[config.mk]
export PLATFORM = sky130hd
export DESIGN_NAME = ctrl_end_flat
export DESIGN_NICKNAME = d
export VERILOG_FILES = /design/src/hdl/servo_seq_pkg.sv /design/src/hdl/drive_ctl_if.sv /design/src/hdl/ctrl_end.sv /design/src/flat_wrapper.sv
export SDC_FILE = /design/constraint.sdc
export NUM_CORES = 1
export LEC_CHECK = 0
export BUFFER_PORTS_ARGS = -buffer_cell sky130_fd_sc_hd__buf_2
export CORE_AREA = 2 2 113 93
export DETAILED_ROUTE_END_ITERATION = 8
export DIE_AREA = 0 0 115 95
export GPL_TIMING_DRIVEN = 0
export PLACE_DENSITY = 0.65
export SYNTH_ARGS = -nofsm -noshare
export SYNTH_HDL_FRONTEND = slang
export SYNTH_SLANG_ARGS = --single-unit
export TNS_END_PERCENT = 5
[constraint.sdc]
create_clock -name clk_sys -period 2.3 [get_ports clk_sys]
set_input_delay 0 -clock clk_sys [delete_from_list [all_inputs] [get_ports clk_sys]]
set_output_delay 0 -clock clk_sys [all_outputs]
set_load 0.02 [all_outputs]
[src/hdl/servo_seq_pkg.sv]
// shared constants for the servo drive enable sequencer
package servo_seq_pkg;
    localparam int unsigned CLK_HZ = 10000000;
    localparam int unsigned RESET_MIN_MS = 20;
    localparam int unsigned RESET_MIN_CYC = RESET_MIN_MS * (CLK_HZ / 1000) + 1;
    localparam int unsigned LOGIC_WAIT_MS = 3000;
    localparam int unsigned LOGIC_WAIT_CYC = LOGIC_WAIT_MS * (CLK_HZ / 1000);
    localparam int unsigned RESET_HOLD_MS = 100;
    localparam int unsigned RESET_HOLD_CYC = RESET_HOLD_MS * (CLK_HZ / 1000);
    localparam int unsigned BOOT_WAIT_MS = 1000;
    localparam int unsigned BOOT_WAIT_CYC = BOOT_WAIT_MS * (CLK_HZ / 1000);
    localparam int unsigned SOFTSTART_MS = 3000;
    localparam int unsigned SOFTSTART_CYC = SOFTSTART_MS * (CLK_HZ / 1000);
    localparam int unsigned OK_ACQ_MS = 100;
    localparam int unsigned OK_ACQ_CYC = OK_ACQ_MS * (CLK_HZ / 1000);
    localparam int unsigned TORQUE_MS = 100;
    localparam int unsigned TORQUE_CYC = TORQUE_MS * (CLK_HZ / 1000);
    localparam int unsigned BRAKE_MS = 100;
    localparam int unsigned BRAKE_CYC = BRAKE_MS * (CLK_HZ / 1000);
    localparam int unsigned MAINS_OFF_MS = 15;
    localparam int unsigned MAINS_OFF_CYC = MAINS_OFF_MS * (CLK_HZ / 1000);
    localparam int unsigned MAX_DROPS = 62;
    localparam int CMD_W = 16;
    // controller registers, word offsets as byte addresses
    localparam logic [3:0] ADR_CTRL = 4'h0;
    localparam logic [3:0] ADR_STAT = 4'h4;
    localparam logic [3:0] ADR_IRQ = 4'h8;
    localparam logic [3:0] ADR_MASK = 4'hc;
    localparam int CTRL_START = 0;
    localparam int CTRL_STOP = 1;
    localparam int CTRL_CLEAR = 2;
    localparam int CTRL_DROPS_LSB = 8;
    localparam int EV_READY = 0;
    localparam int EV_FAULT = 1;
    localparam int EV_STOPPED = 2;
    localparam int EV_W = 3;
    localparam logic [31:0] UNMAPPED_RD = 32'hdead_0000;
endpackage : servo_seq_pkg

[src/hdl/drive_ctl_if.sv]
// discrete handshake wires between drive and machine controller
`timescale 1ns/1ns
interface drive_ctl_if;
    logic reset_pulse;
    logic power_en;
    logic cmd_en;
    logic fault_free;
    logic line_on;
    modport drive (input reset_pulse, input power_en, input cmd_en,
        input line_on, output fault_free);
    modport ctrl (output reset_pulse, output power_en, output cmd_en,
        output line_on, input fault_free);
endinterface : drive_ctl_if

[src/hdl/ctrl_end.sv]
// controller end: timed start-up and braking sequence, avalon slave
`timescale 1ns/1ns
// Notes on behaviour
// - reset pulse longer than 20 ms
// - no motor power without power enable
// - command zero while command enable low
// - fault-free contact only without fault
// - fault-free status drives mains contactor
// - at most 62 drives per link
// - wait 3 s after logic supply
// - hold reset at least 100 ms
// - allow 1 s boot after reset
// - 3 s soft-start before readiness
// - 100 ms to acquire fault-free status
// - 100 ms from power to command enable
// - reset only first start or fault
// - fault-free needs line; enable at once
// - braking starts by dropping command enable
// - power enable off 100 ms later
// - mains off 15 ms after power off
// - holding brake only at standstill
module ctrl_end #(
    parameter int unsigned LOGIC_WAIT = servo_seq_pkg::LOGIC_WAIT_CYC,
    parameter int unsigned RESET_HOLD = servo_seq_pkg::RESET_HOLD_CYC,
    parameter int unsigned BOOT_WAIT = servo_seq_pkg::BOOT_WAIT_CYC,
    parameter int unsigned SOFTSTART = servo_seq_pkg::SOFTSTART_CYC,
    parameter int unsigned OK_ACQ = servo_seq_pkg::OK_ACQ_CYC,
    parameter int unsigned TORQUE = servo_seq_pkg::TORQUE_CYC,
    parameter int unsigned BRAKE = servo_seq_pkg::BRAKE_CYC,
    parameter int unsigned MAINS_OFF = servo_seq_pkg::MAINS_OFF_CYC
) (
    input wire logic clk_sys,
    input wire logic rstn,
    drive_ctl_if.ctrl link,
    input wire logic [3:0] avs_address,
    input wire logic avs_read,
    input wire logic avs_write,
    input wire logic [31:0] avs_writedata,
    output logic [31:0] avs_readdata,
    output logic avs_waitrequest,
    input wire logic standstill,
    output logic hold_brake,
    output logic irq
);
    // ***************************************************
    // state
    // ***************************************************
    typedef enum {
        ST_LOGIC, ST_RESET, ST_BOOT, ST_IDLE, ST_SOFT, ST_ACQ,
        ST_TORQUE, ST_RUN, ST_BRAKE, ST_MAINS, ST_FAULT
    } seq_t;
    localparam int EW = servo_seq_pkg::EV_W;
    typedef struct packed {
        seq_t st;
        logic [31:0] cnt;
        logic [2:0] ok_s;
        logic first_done;
        logic rst_o;
        logic pen_o;
        logic cen_o;
        logic line_o;
        logic brake;
        logic ack;
        logic [31:0] rdata;
        logic [EW-1:0] ev;
        logic [EW-1:0] mask;
        logic [7:0] drops;
        logic start_req;
        logic stop_req;
    } cstate_t;
    cstate_t s_q, s_d;

    logic ok;
    logic req;
    logic done;
    logic [EW-1:0] ev_set;
    logic wr_go;

    assign ok = s_q.ok_s[2];
    assign req = (avs_read || avs_write) && !s_q.ack;
    // writes land only at the edge that sees waitrequest low
    assign wr_go = avs_write && s_q.ack;
    // count strictly past the minimum
    assign done = s_q.cnt == 32'h0;

    always_comb begin
        s_d = s_q;
        ev_set = '0;
        s_d.ok_s = {s_q.ok_s[1:0], link.fault_free};
        if (s_q.cnt != 32'h0) begin
            s_d.cnt = s_q.cnt - 32'h1;
        end
        // ***************************************************
        // register slave
        // ***************************************************
        s_d.ack = req;
        if (wr_go) begin
            case (avs_address)
                servo_seq_pkg::ADR_CTRL: begin
                    // start outside idle or fault is refused outright
                    if (avs_writedata[servo_seq_pkg::CTRL_START]
                        && (s_q.st == ST_IDLE || s_q.st == ST_FAULT)) begin
                        s_d.start_req = 1'b1;
                    end
                    if (avs_writedata[servo_seq_pkg::CTRL_STOP]) begin
                        s_d.stop_req = 1'b1;
                    end
                    s_d.drops = avs_writedata[servo_seq_pkg::CTRL_DROPS_LSB
                        +: 8];
                end
                servo_seq_pkg::ADR_IRQ: begin
                    s_d.ev = s_q.ev & ~avs_writedata[EW-1:0];
                end
                servo_seq_pkg::ADR_MASK: s_d.mask = avs_writedata[EW-1:0];
                default: ;
            endcase
        end
        if (req && avs_read) begin
            case (avs_address)
                servo_seq_pkg::ADR_CTRL: s_d.rdata = {16'h0, s_q.drops, 8'h0};
                servo_seq_pkg::ADR_STAT: s_d.rdata = {20'h0, 4'(s_q.st), 3'h0,
                    s_q.line_o, s_q.cen_o, s_q.pen_o, s_q.rst_o, ok};
                servo_seq_pkg::ADR_IRQ: s_d.rdata = {29'h0, s_q.ev};
                servo_seq_pkg::ADR_MASK: s_d.rdata = {29'h0, s_q.mask};
                default: s_d.rdata = servo_seq_pkg::UNMAPPED_RD;
            endcase
        end
        // ***************************************************
        // sequence
        // ***************************************************
        case (s_q.st)
            ST_LOGIC: if (done) begin
                s_d.st = ST_RESET;
                s_d.rst_o = 1'b1;
                s_d.cnt = RESET_HOLD;
            end
            ST_RESET: if (done) begin
                s_d.rst_o = 1'b0;
                s_d.first_done = 1'b1;
                s_d.st = ST_BOOT;
                s_d.cnt = BOOT_WAIT;
            end
            ST_BOOT: if (done) begin
                s_d.st = ST_IDLE;
            end
            ST_IDLE: if (s_q.start_req) begin
                // a refused start is dropped, not kept for later
                s_d.start_req = 1'b0;
                if (s_q.drops
                    <= 8'(servo_seq_pkg::MAX_DROPS)) begin
                    s_d.line_o = 1'b1;
                    s_d.brake = 1'b0;
                    s_d.st = ST_SOFT;
                    s_d.cnt = SOFTSTART;
                end
            end
            ST_SOFT: if (done) begin
                s_d.st = ST_ACQ;
                s_d.cnt = OK_ACQ;
            end
            ST_ACQ: if (done && ok) begin
                s_d.pen_o = 1'b1;
                s_d.st = ST_TORQUE;
                s_d.cnt = TORQUE;
            end
            ST_TORQUE: if (done) begin
                s_d.cen_o = 1'b1;
                s_d.st = ST_RUN;
                ev_set[servo_seq_pkg::EV_READY] = 1'b1;
            end
            ST_RUN: if (s_q.stop_req) begin
                s_d.stop_req = 1'b0;
                s_d.cen_o = 1'b0;
                s_d.st = ST_BRAKE;
                s_d.cnt = BRAKE;
            end
            ST_BRAKE: if (done) begin
                s_d.pen_o = 1'b0;
                s_d.st = ST_MAINS;
                s_d.cnt = MAINS_OFF;
            end
            ST_MAINS: if (done) begin
                s_d.line_o = 1'b0;
                s_d.st = ST_IDLE;
                ev_set[servo_seq_pkg::EV_STOPPED] = 1'b1;
            end
            ST_FAULT: if (s_q.start_req) begin
                s_d.start_req = 1'b0;
                s_d.rst_o = 1'b1;
                s_d.st = ST_RESET;
                s_d.cnt = RESET_HOLD;
            end
            default: s_d.st = ST_LOGIC;
        endcase
        // fault in torque, run or brake opens the contactor at once, no braking possible
        if (!ok && (s_q.st == ST_TORQUE || s_q.st == ST_RUN
            || s_q.st == ST_BRAKE)) begin
            s_d.line_o = 1'b0;
            s_d.pen_o = 1'b0;
            s_d.cen_o = 1'b0;
            s_d.st = ST_FAULT;
            ev_set[servo_seq_pkg::EV_FAULT] = 1'b1;
        end
        if (s_q.st == ST_IDLE && !s_q.line_o && standstill) begin
            s_d.brake = 1'b1;
        end
        s_d.ev = s_d.ev | ev_set;
    end

    always_ff @(posedge clk_sys) begin
        if (!rstn) begin
            s_q <= '0;
            s_q.st <= ST_LOGIC;
            s_q.cnt <= LOGIC_WAIT;
        end else begin
            s_q <= s_d;
        end
    end

    assign link.reset_pulse = s_q.rst_o;
    assign link.power_en = s_q.pen_o;
    assign link.cmd_en = s_q.cen_o;
    assign link.line_on = s_q.line_o;
    assign avs_readdata = s_q.rdata;
    assign avs_waitrequest = !s_q.ack;
    assign hold_brake = s_q.brake;
    assign irq = |(s_q.ev & s_q.mask);
endmodule : ctrl_end

[src/flat_wrapper.sv]
// flat-port wrapper written by rule: the top's interface ports become plain ports
module ctrl_end_flat 
#(
    parameter int unsigned LOGIC_WAIT = servo_seq_pkg::LOGIC_WAIT_CYC,
    parameter int unsigned RESET_HOLD = servo_seq_pkg::RESET_HOLD_CYC,
    parameter int unsigned BOOT_WAIT = servo_seq_pkg::BOOT_WAIT_CYC,
    parameter int unsigned SOFTSTART = servo_seq_pkg::SOFTSTART_CYC,
    parameter int unsigned OK_ACQ = servo_seq_pkg::OK_ACQ_CYC,
    parameter int unsigned TORQUE = servo_seq_pkg::TORQUE_CYC,
    parameter int unsigned BRAKE = servo_seq_pkg::BRAKE_CYC,
    parameter int unsigned MAINS_OFF = servo_seq_pkg::MAINS_OFF_CYC
)
  (clk_sys, rstn, avs_address, avs_read, avs_write, avs_writedata, avs_readdata, avs_waitrequest, standstill, hold_brake, irq, link_reset_pulse, link_power_en, link_cmd_en, link_line_on, link_fault_free);
  drive_ctl_if link_i ();
  input wire logic clk_sys;
  input wire logic rstn;
  input wire logic [3:0] avs_address;
  input wire logic avs_read;
  input wire logic avs_write;
  input wire logic [31:0] avs_writedata;
  output logic [31:0] avs_readdata;
  output logic avs_waitrequest;
  input wire logic standstill;
  output logic hold_brake;
  output logic irq;
  output wire logic [$bits(link_i.reset_pulse)-1:0] link_reset_pulse;
  output wire logic [$bits(link_i.power_en)-1:0] link_power_en;
  output wire logic [$bits(link_i.cmd_en)-1:0] link_cmd_en;
  output wire logic [$bits(link_i.line_on)-1:0] link_line_on;
  input wire logic [$bits(link_i.fault_free)-1:0] link_fault_free;
  assign link_reset_pulse = link_i.reset_pulse;
  assign link_power_en = link_i.power_en;
  assign link_cmd_en = link_i.cmd_en;
  assign link_line_on = link_i.line_on;
  assign link_i.fault_free = link_fault_free;
  ctrl_end #(.LOGIC_WAIT(LOGIC_WAIT), .RESET_HOLD(RESET_HOLD), .BOOT_WAIT(BOOT_WAIT), .SOFTSTART(SOFTSTART), .OK_ACQ(OK_ACQ), .TORQUE(TORQUE), .BRAKE(BRAKE), .MAINS_OFF(MAINS_OFF)) u_core (.clk_sys(clk_sys), .rstn(rstn), .link(link_i), .avs_address(avs_address), .avs_read(avs_read), .avs_write(avs_write), .avs_writedata(avs_writedata), .avs_readdata(avs_readdata), .avs_waitrequest(avs_waitrequest), .standstill(standstill), .hold_brake(hold_brake), .irq(irq));
endmodule
==> impl.org <==
** STA
- Post-route setup TNS :: -10.59 ns
- Final Hold Vio Count :: 0
- Slew Viols, Final :: 0
- Unrepaired setup endpoints after global routing :: true
- Timing would allow up to 0.380 GHz.
- At the pin with the least slew margin, the transition time is 1.11 ns.
- Setup ws final :: -0.330 ns
- Final setup violating endpoints :: 42
- Post-Route Skew :: 0.0120 ns
- Of the available clock period, the critical path in the final layout requires 1.14.
- Fin crit period :: 2.63 ns
- Measured against its own limit, the worst slew margin works out to 0.255.

** Pwr
- Net switching power :: 0.798 mW
- The internal power of the cells totals 2.36 mW.
- Power density cells :: 606 nW/um^2
- Of the total power, the share spent switching nets is 0.253.
- Worst vdd ir :: 0.476 mV
- The share of total power dissipated in the clock network is 0.449.
- Proportion of power drawn by combinational gates :: 0.115
- Sequential fraction of design power :: 0.437
- Power consumption :: 3.16 mW
- Static leakage power :: 2.00 nW

** Status
- The run finished, with violations left.
- Violated checks :: negative setup slack

** Yosys
- For this run, the register share of the synthesized area comes to 0.370.
- Number of warnings issued by yosys :: 0
- A synthesized cell averages 8.23 um^2.
- Post-synth EDFFs :: 0
- The cell count after synthesis came out at 493.
- Synth area leaders :: dfxtp_1, buf_4, a21oi_1
- Summed over all instances, the cell type with the most area after synthesis is dfxtp_1.
- For this run, the leading register cell type out of synthesis is dfxtp_1.
- Of all flip-flops after synthesis, the portion carrying an async set or reset was 0.
- Synth Register Bits :: 75
- Distinct cell type count after synthesis :: 66
- Area share of the largest cell type after synthesis :: 0.370
- Mapped cell area :: 4060 um^2

** Placement
- RD Place Congestion :: 0.983
- Half-perimeter wire length of the detailed placement result :: 8130 um
- Once placement finished, the instance area stood at 4540 um^2.
- Input/output buffers :: 51
- Including well taps, the total number of placed cells is 673.

** Critical path
- CP max stage cell :: or4_4
- Along the worst path, the maximum fanout reaches 6.
- Crit path top cell by count :: or4_4
- Data required time of the critical path :: 2.50 ns
- Delay of the slowest cell on the worst path :: 0.55 ns
- The worst setup path is launched from a flip-flop.
- Data arrives at the worst endpoint at 2.83 ns.
- STA classifies the critical path endpoint as a flip-flop.
- Path type of the worst setup path :: reg2reg
- Setup slack of the worst register-to-register path :: -0.33 ns
- Traced cell by cell, the critical path runs through or4_4 > or4_4 > nor3_4 > a41oi_4 > nor3_2 > o21ai_0.

** Die
- After floorplanning, the core was sized to cover 9910 um^2.
- Vertical die dimension :: 95 um
- Overall die area :: 10900 um^2
- Row generation in the floorplan step produced 33 rows.
- 81 I/O pins were placed.
- X dimension of the die :: 115 um
- Initial standard-cell utilization of the core :: 0.410

** Finish
- At the end of the flow the core is filled with cells to 0.526.
- Antenna Diode Count :: 0
- Most common library cell in the layout ignoring fill and taps :: dfxtp_1
- Top library cells by usage in the layout, fill and taps aside :: dfxtp_1, nor2_1, buf_2, a21oi_1, buf_4
- Of the cells placed in the final design, the portion with a size suffix greater than 1 is 0.273.
- The area growth from synthesis to layout is 28.4%.
- Post-layout net count :: 635
- For this run, the number of standard cells in the final layout without fillers is 716.
- Summing all non-filler instances in the final layout gives an area of 5210 um^2.

** Drt
- Via density :: 5.55
- Routed Antenna Nets :: 0
- Final wirelength :: 11400 um
- Final routed DRC violation total :: 0
- 1st-iter DRT viols :: 426
- For this run, the detailed router's first-pass iteration total came to 5.
- Via count :: 3974
- After detailed routing, the average wire length per cell comes to 15.9 um.

** Clock network
- TritonCTS built the clock tree.
- Clock-pin slew of the registers on the worst-case setup and hold paths :: 0.06 ns
- The clock drives 75 sinks.
- CTS root buffer :: clkbuf_16
- Clock Path Buffers :: 2
- Number of levels the H-tree was split into :: 3
- TritonCTS Buffers :: 9
- Clock latency on the worst-skew pair :: 0.34 ns

** Global routing
- Number of antenna violations at the first check in global routing :: 0
- Global router's overall resource usage :: 0.212
- For this run the aggregate overflow at the end of global routing stands at 0.
- The via count of the first global-routing pass is 3553.
- Entering global routing, the biggest net connects 14 pins.
- The first global-routing pass estimated 18000 um of wire.

** Hold path
- The worst hold path belongs to the class in2reg.

** Job
- Number of max-capacitance violations reported :: 0
## metal layers
layer,share of wire,wire length [um],global-route usage
met5,0,0,0
met4,0.019,219,0.0622
met3,0.079,898,0.0507
met2,0.42,4790,0.307
met1,0.48,5510,0.311
## stage by stage
stage / worst slack [ns] / hold WS, ns
after floorplan: -0.0980 / 0.127
after global placement: -0.669 / 0.210
after detailed placement: -0.639 / 0.216
after CTS: -0.340 / 0.0233
after global routing: -0.413 / 0.0344
final: -0.330 / 0.0234
## area by class of cell
type                       count  area [um^2]
buffer                        55          373
multi-input combinational    358         2320
tap                          122          153
fill                         921         4700
inverter                      12         45.0
sequential                    75         1510
timing repair buffer          79          510
clock buffer                  10          239
clock inverter                 5         63.8
## worst max-delay path: cells and delay by family, from the launching register on
| family | cells | cell delay (ns) |
|---|---|---|
| AOI/OAI and AO/OA | 2 | 0.40 |
| DFF | 1 | 0.32 |
| and+or+nand+nor | 4 | 1.77 |
## worst paths after layout
check | startpoint | endpoint | depth (start not counted)
setup / recovery | u_core.s_q[77] | u_core.s_q[73] | 6
hold / removal | avs_address[0] | u_core.avs_readdata[30] | 3
setup reg to reg | u_core.s_q[77] | u_core.s_q[73] | 6
hold reg to reg | u_core.s_d[57] | u_core.ok | 1
## timing repair
item | CTS | global route
endpoints found under the setup margin | 42 | 42
gates resized for setup | 24 | 10
hold endpoints to repair | 17 | 0
hold buffers | 15 | 0
setup buffers | 11 | 2
pin swaps | 12 | 4
## synth_stat cells, types with 2 or more instances
cell / instances
a211oi_1: 4
a21oi_1: 45
a22oi_1: 11
a31oi_1: 2
a32oi_1: 4
and2_1: 7
buf_1: 2
buf_2: 2
buf_4: 34
clkbuf_1: 17
dfxtp_1: 75
ha_1: 3
inv_1: 10
mux2_2: 6
mux2i_1: 3
nand2_1: 38
nand2b_1: 9
nand3_1: 14
nand4_1: 2
nand4b_1: 4
nor2_1: 55
nor2b_1: 5
nor3_1: 29
nor3b_1: 3
nor4_1: 9
nor4_2: 2
o211ai_1: 3
o21a_1: 2
o21ai_0: 18
o21bai_1: 4
o31a_1: 2
o31ai_1: 3
or3_1: 7
or4_1: 5
or4_4: 2
xnor2_1: 16
xor2_1: 7
## kinds of logic (layout without fill, tap and decap cells)
kind of cell	Yosys count	count (layout)	share of synthesized area
flops	75	75	0.370
buf+inv	67	161	0.0940
other cells	1	8	0.000924
compound gates	115	115	0.194
simple gates	200	200	0.258
mux	9	9	0.0240
xor+xnor	23	23	0.0496
fa+ha+maj	3	3	0.00925
## flip-flops by register name, indices dropped and copies added, names as in the netlist
| signal | cells |
|---|---|
| u_core.link.reset_pulse | 1 |
| u_core.link.power_en | 1 |
| u_core.s_q | 53 |
| u_core.link.line_on | 1 |
| u_core.hold_brake | 1 |
| u_core.s_d | 2 |
| u_core.ok | 1 |
| u_core.avs_readdata | 14 |
| u_core.link.cmd_en | 1 |
## power by group through the flow
stage / registers, mW / clock network [mW] / logic (mW)
after floorplan: 1.40 / 0 / 0.238
after global placement: 1.40 / 0 / 0.328
after detailed placement: 1.40 / 0 / 0.330
after CTS: 1.38 / 1.44 / 0.355
after global routing: 1.38 / 1.50 / 0.392
final: 1.38 / 1.42 / 0.362
No activity file was read; power rests on OpenSTA's default activity.
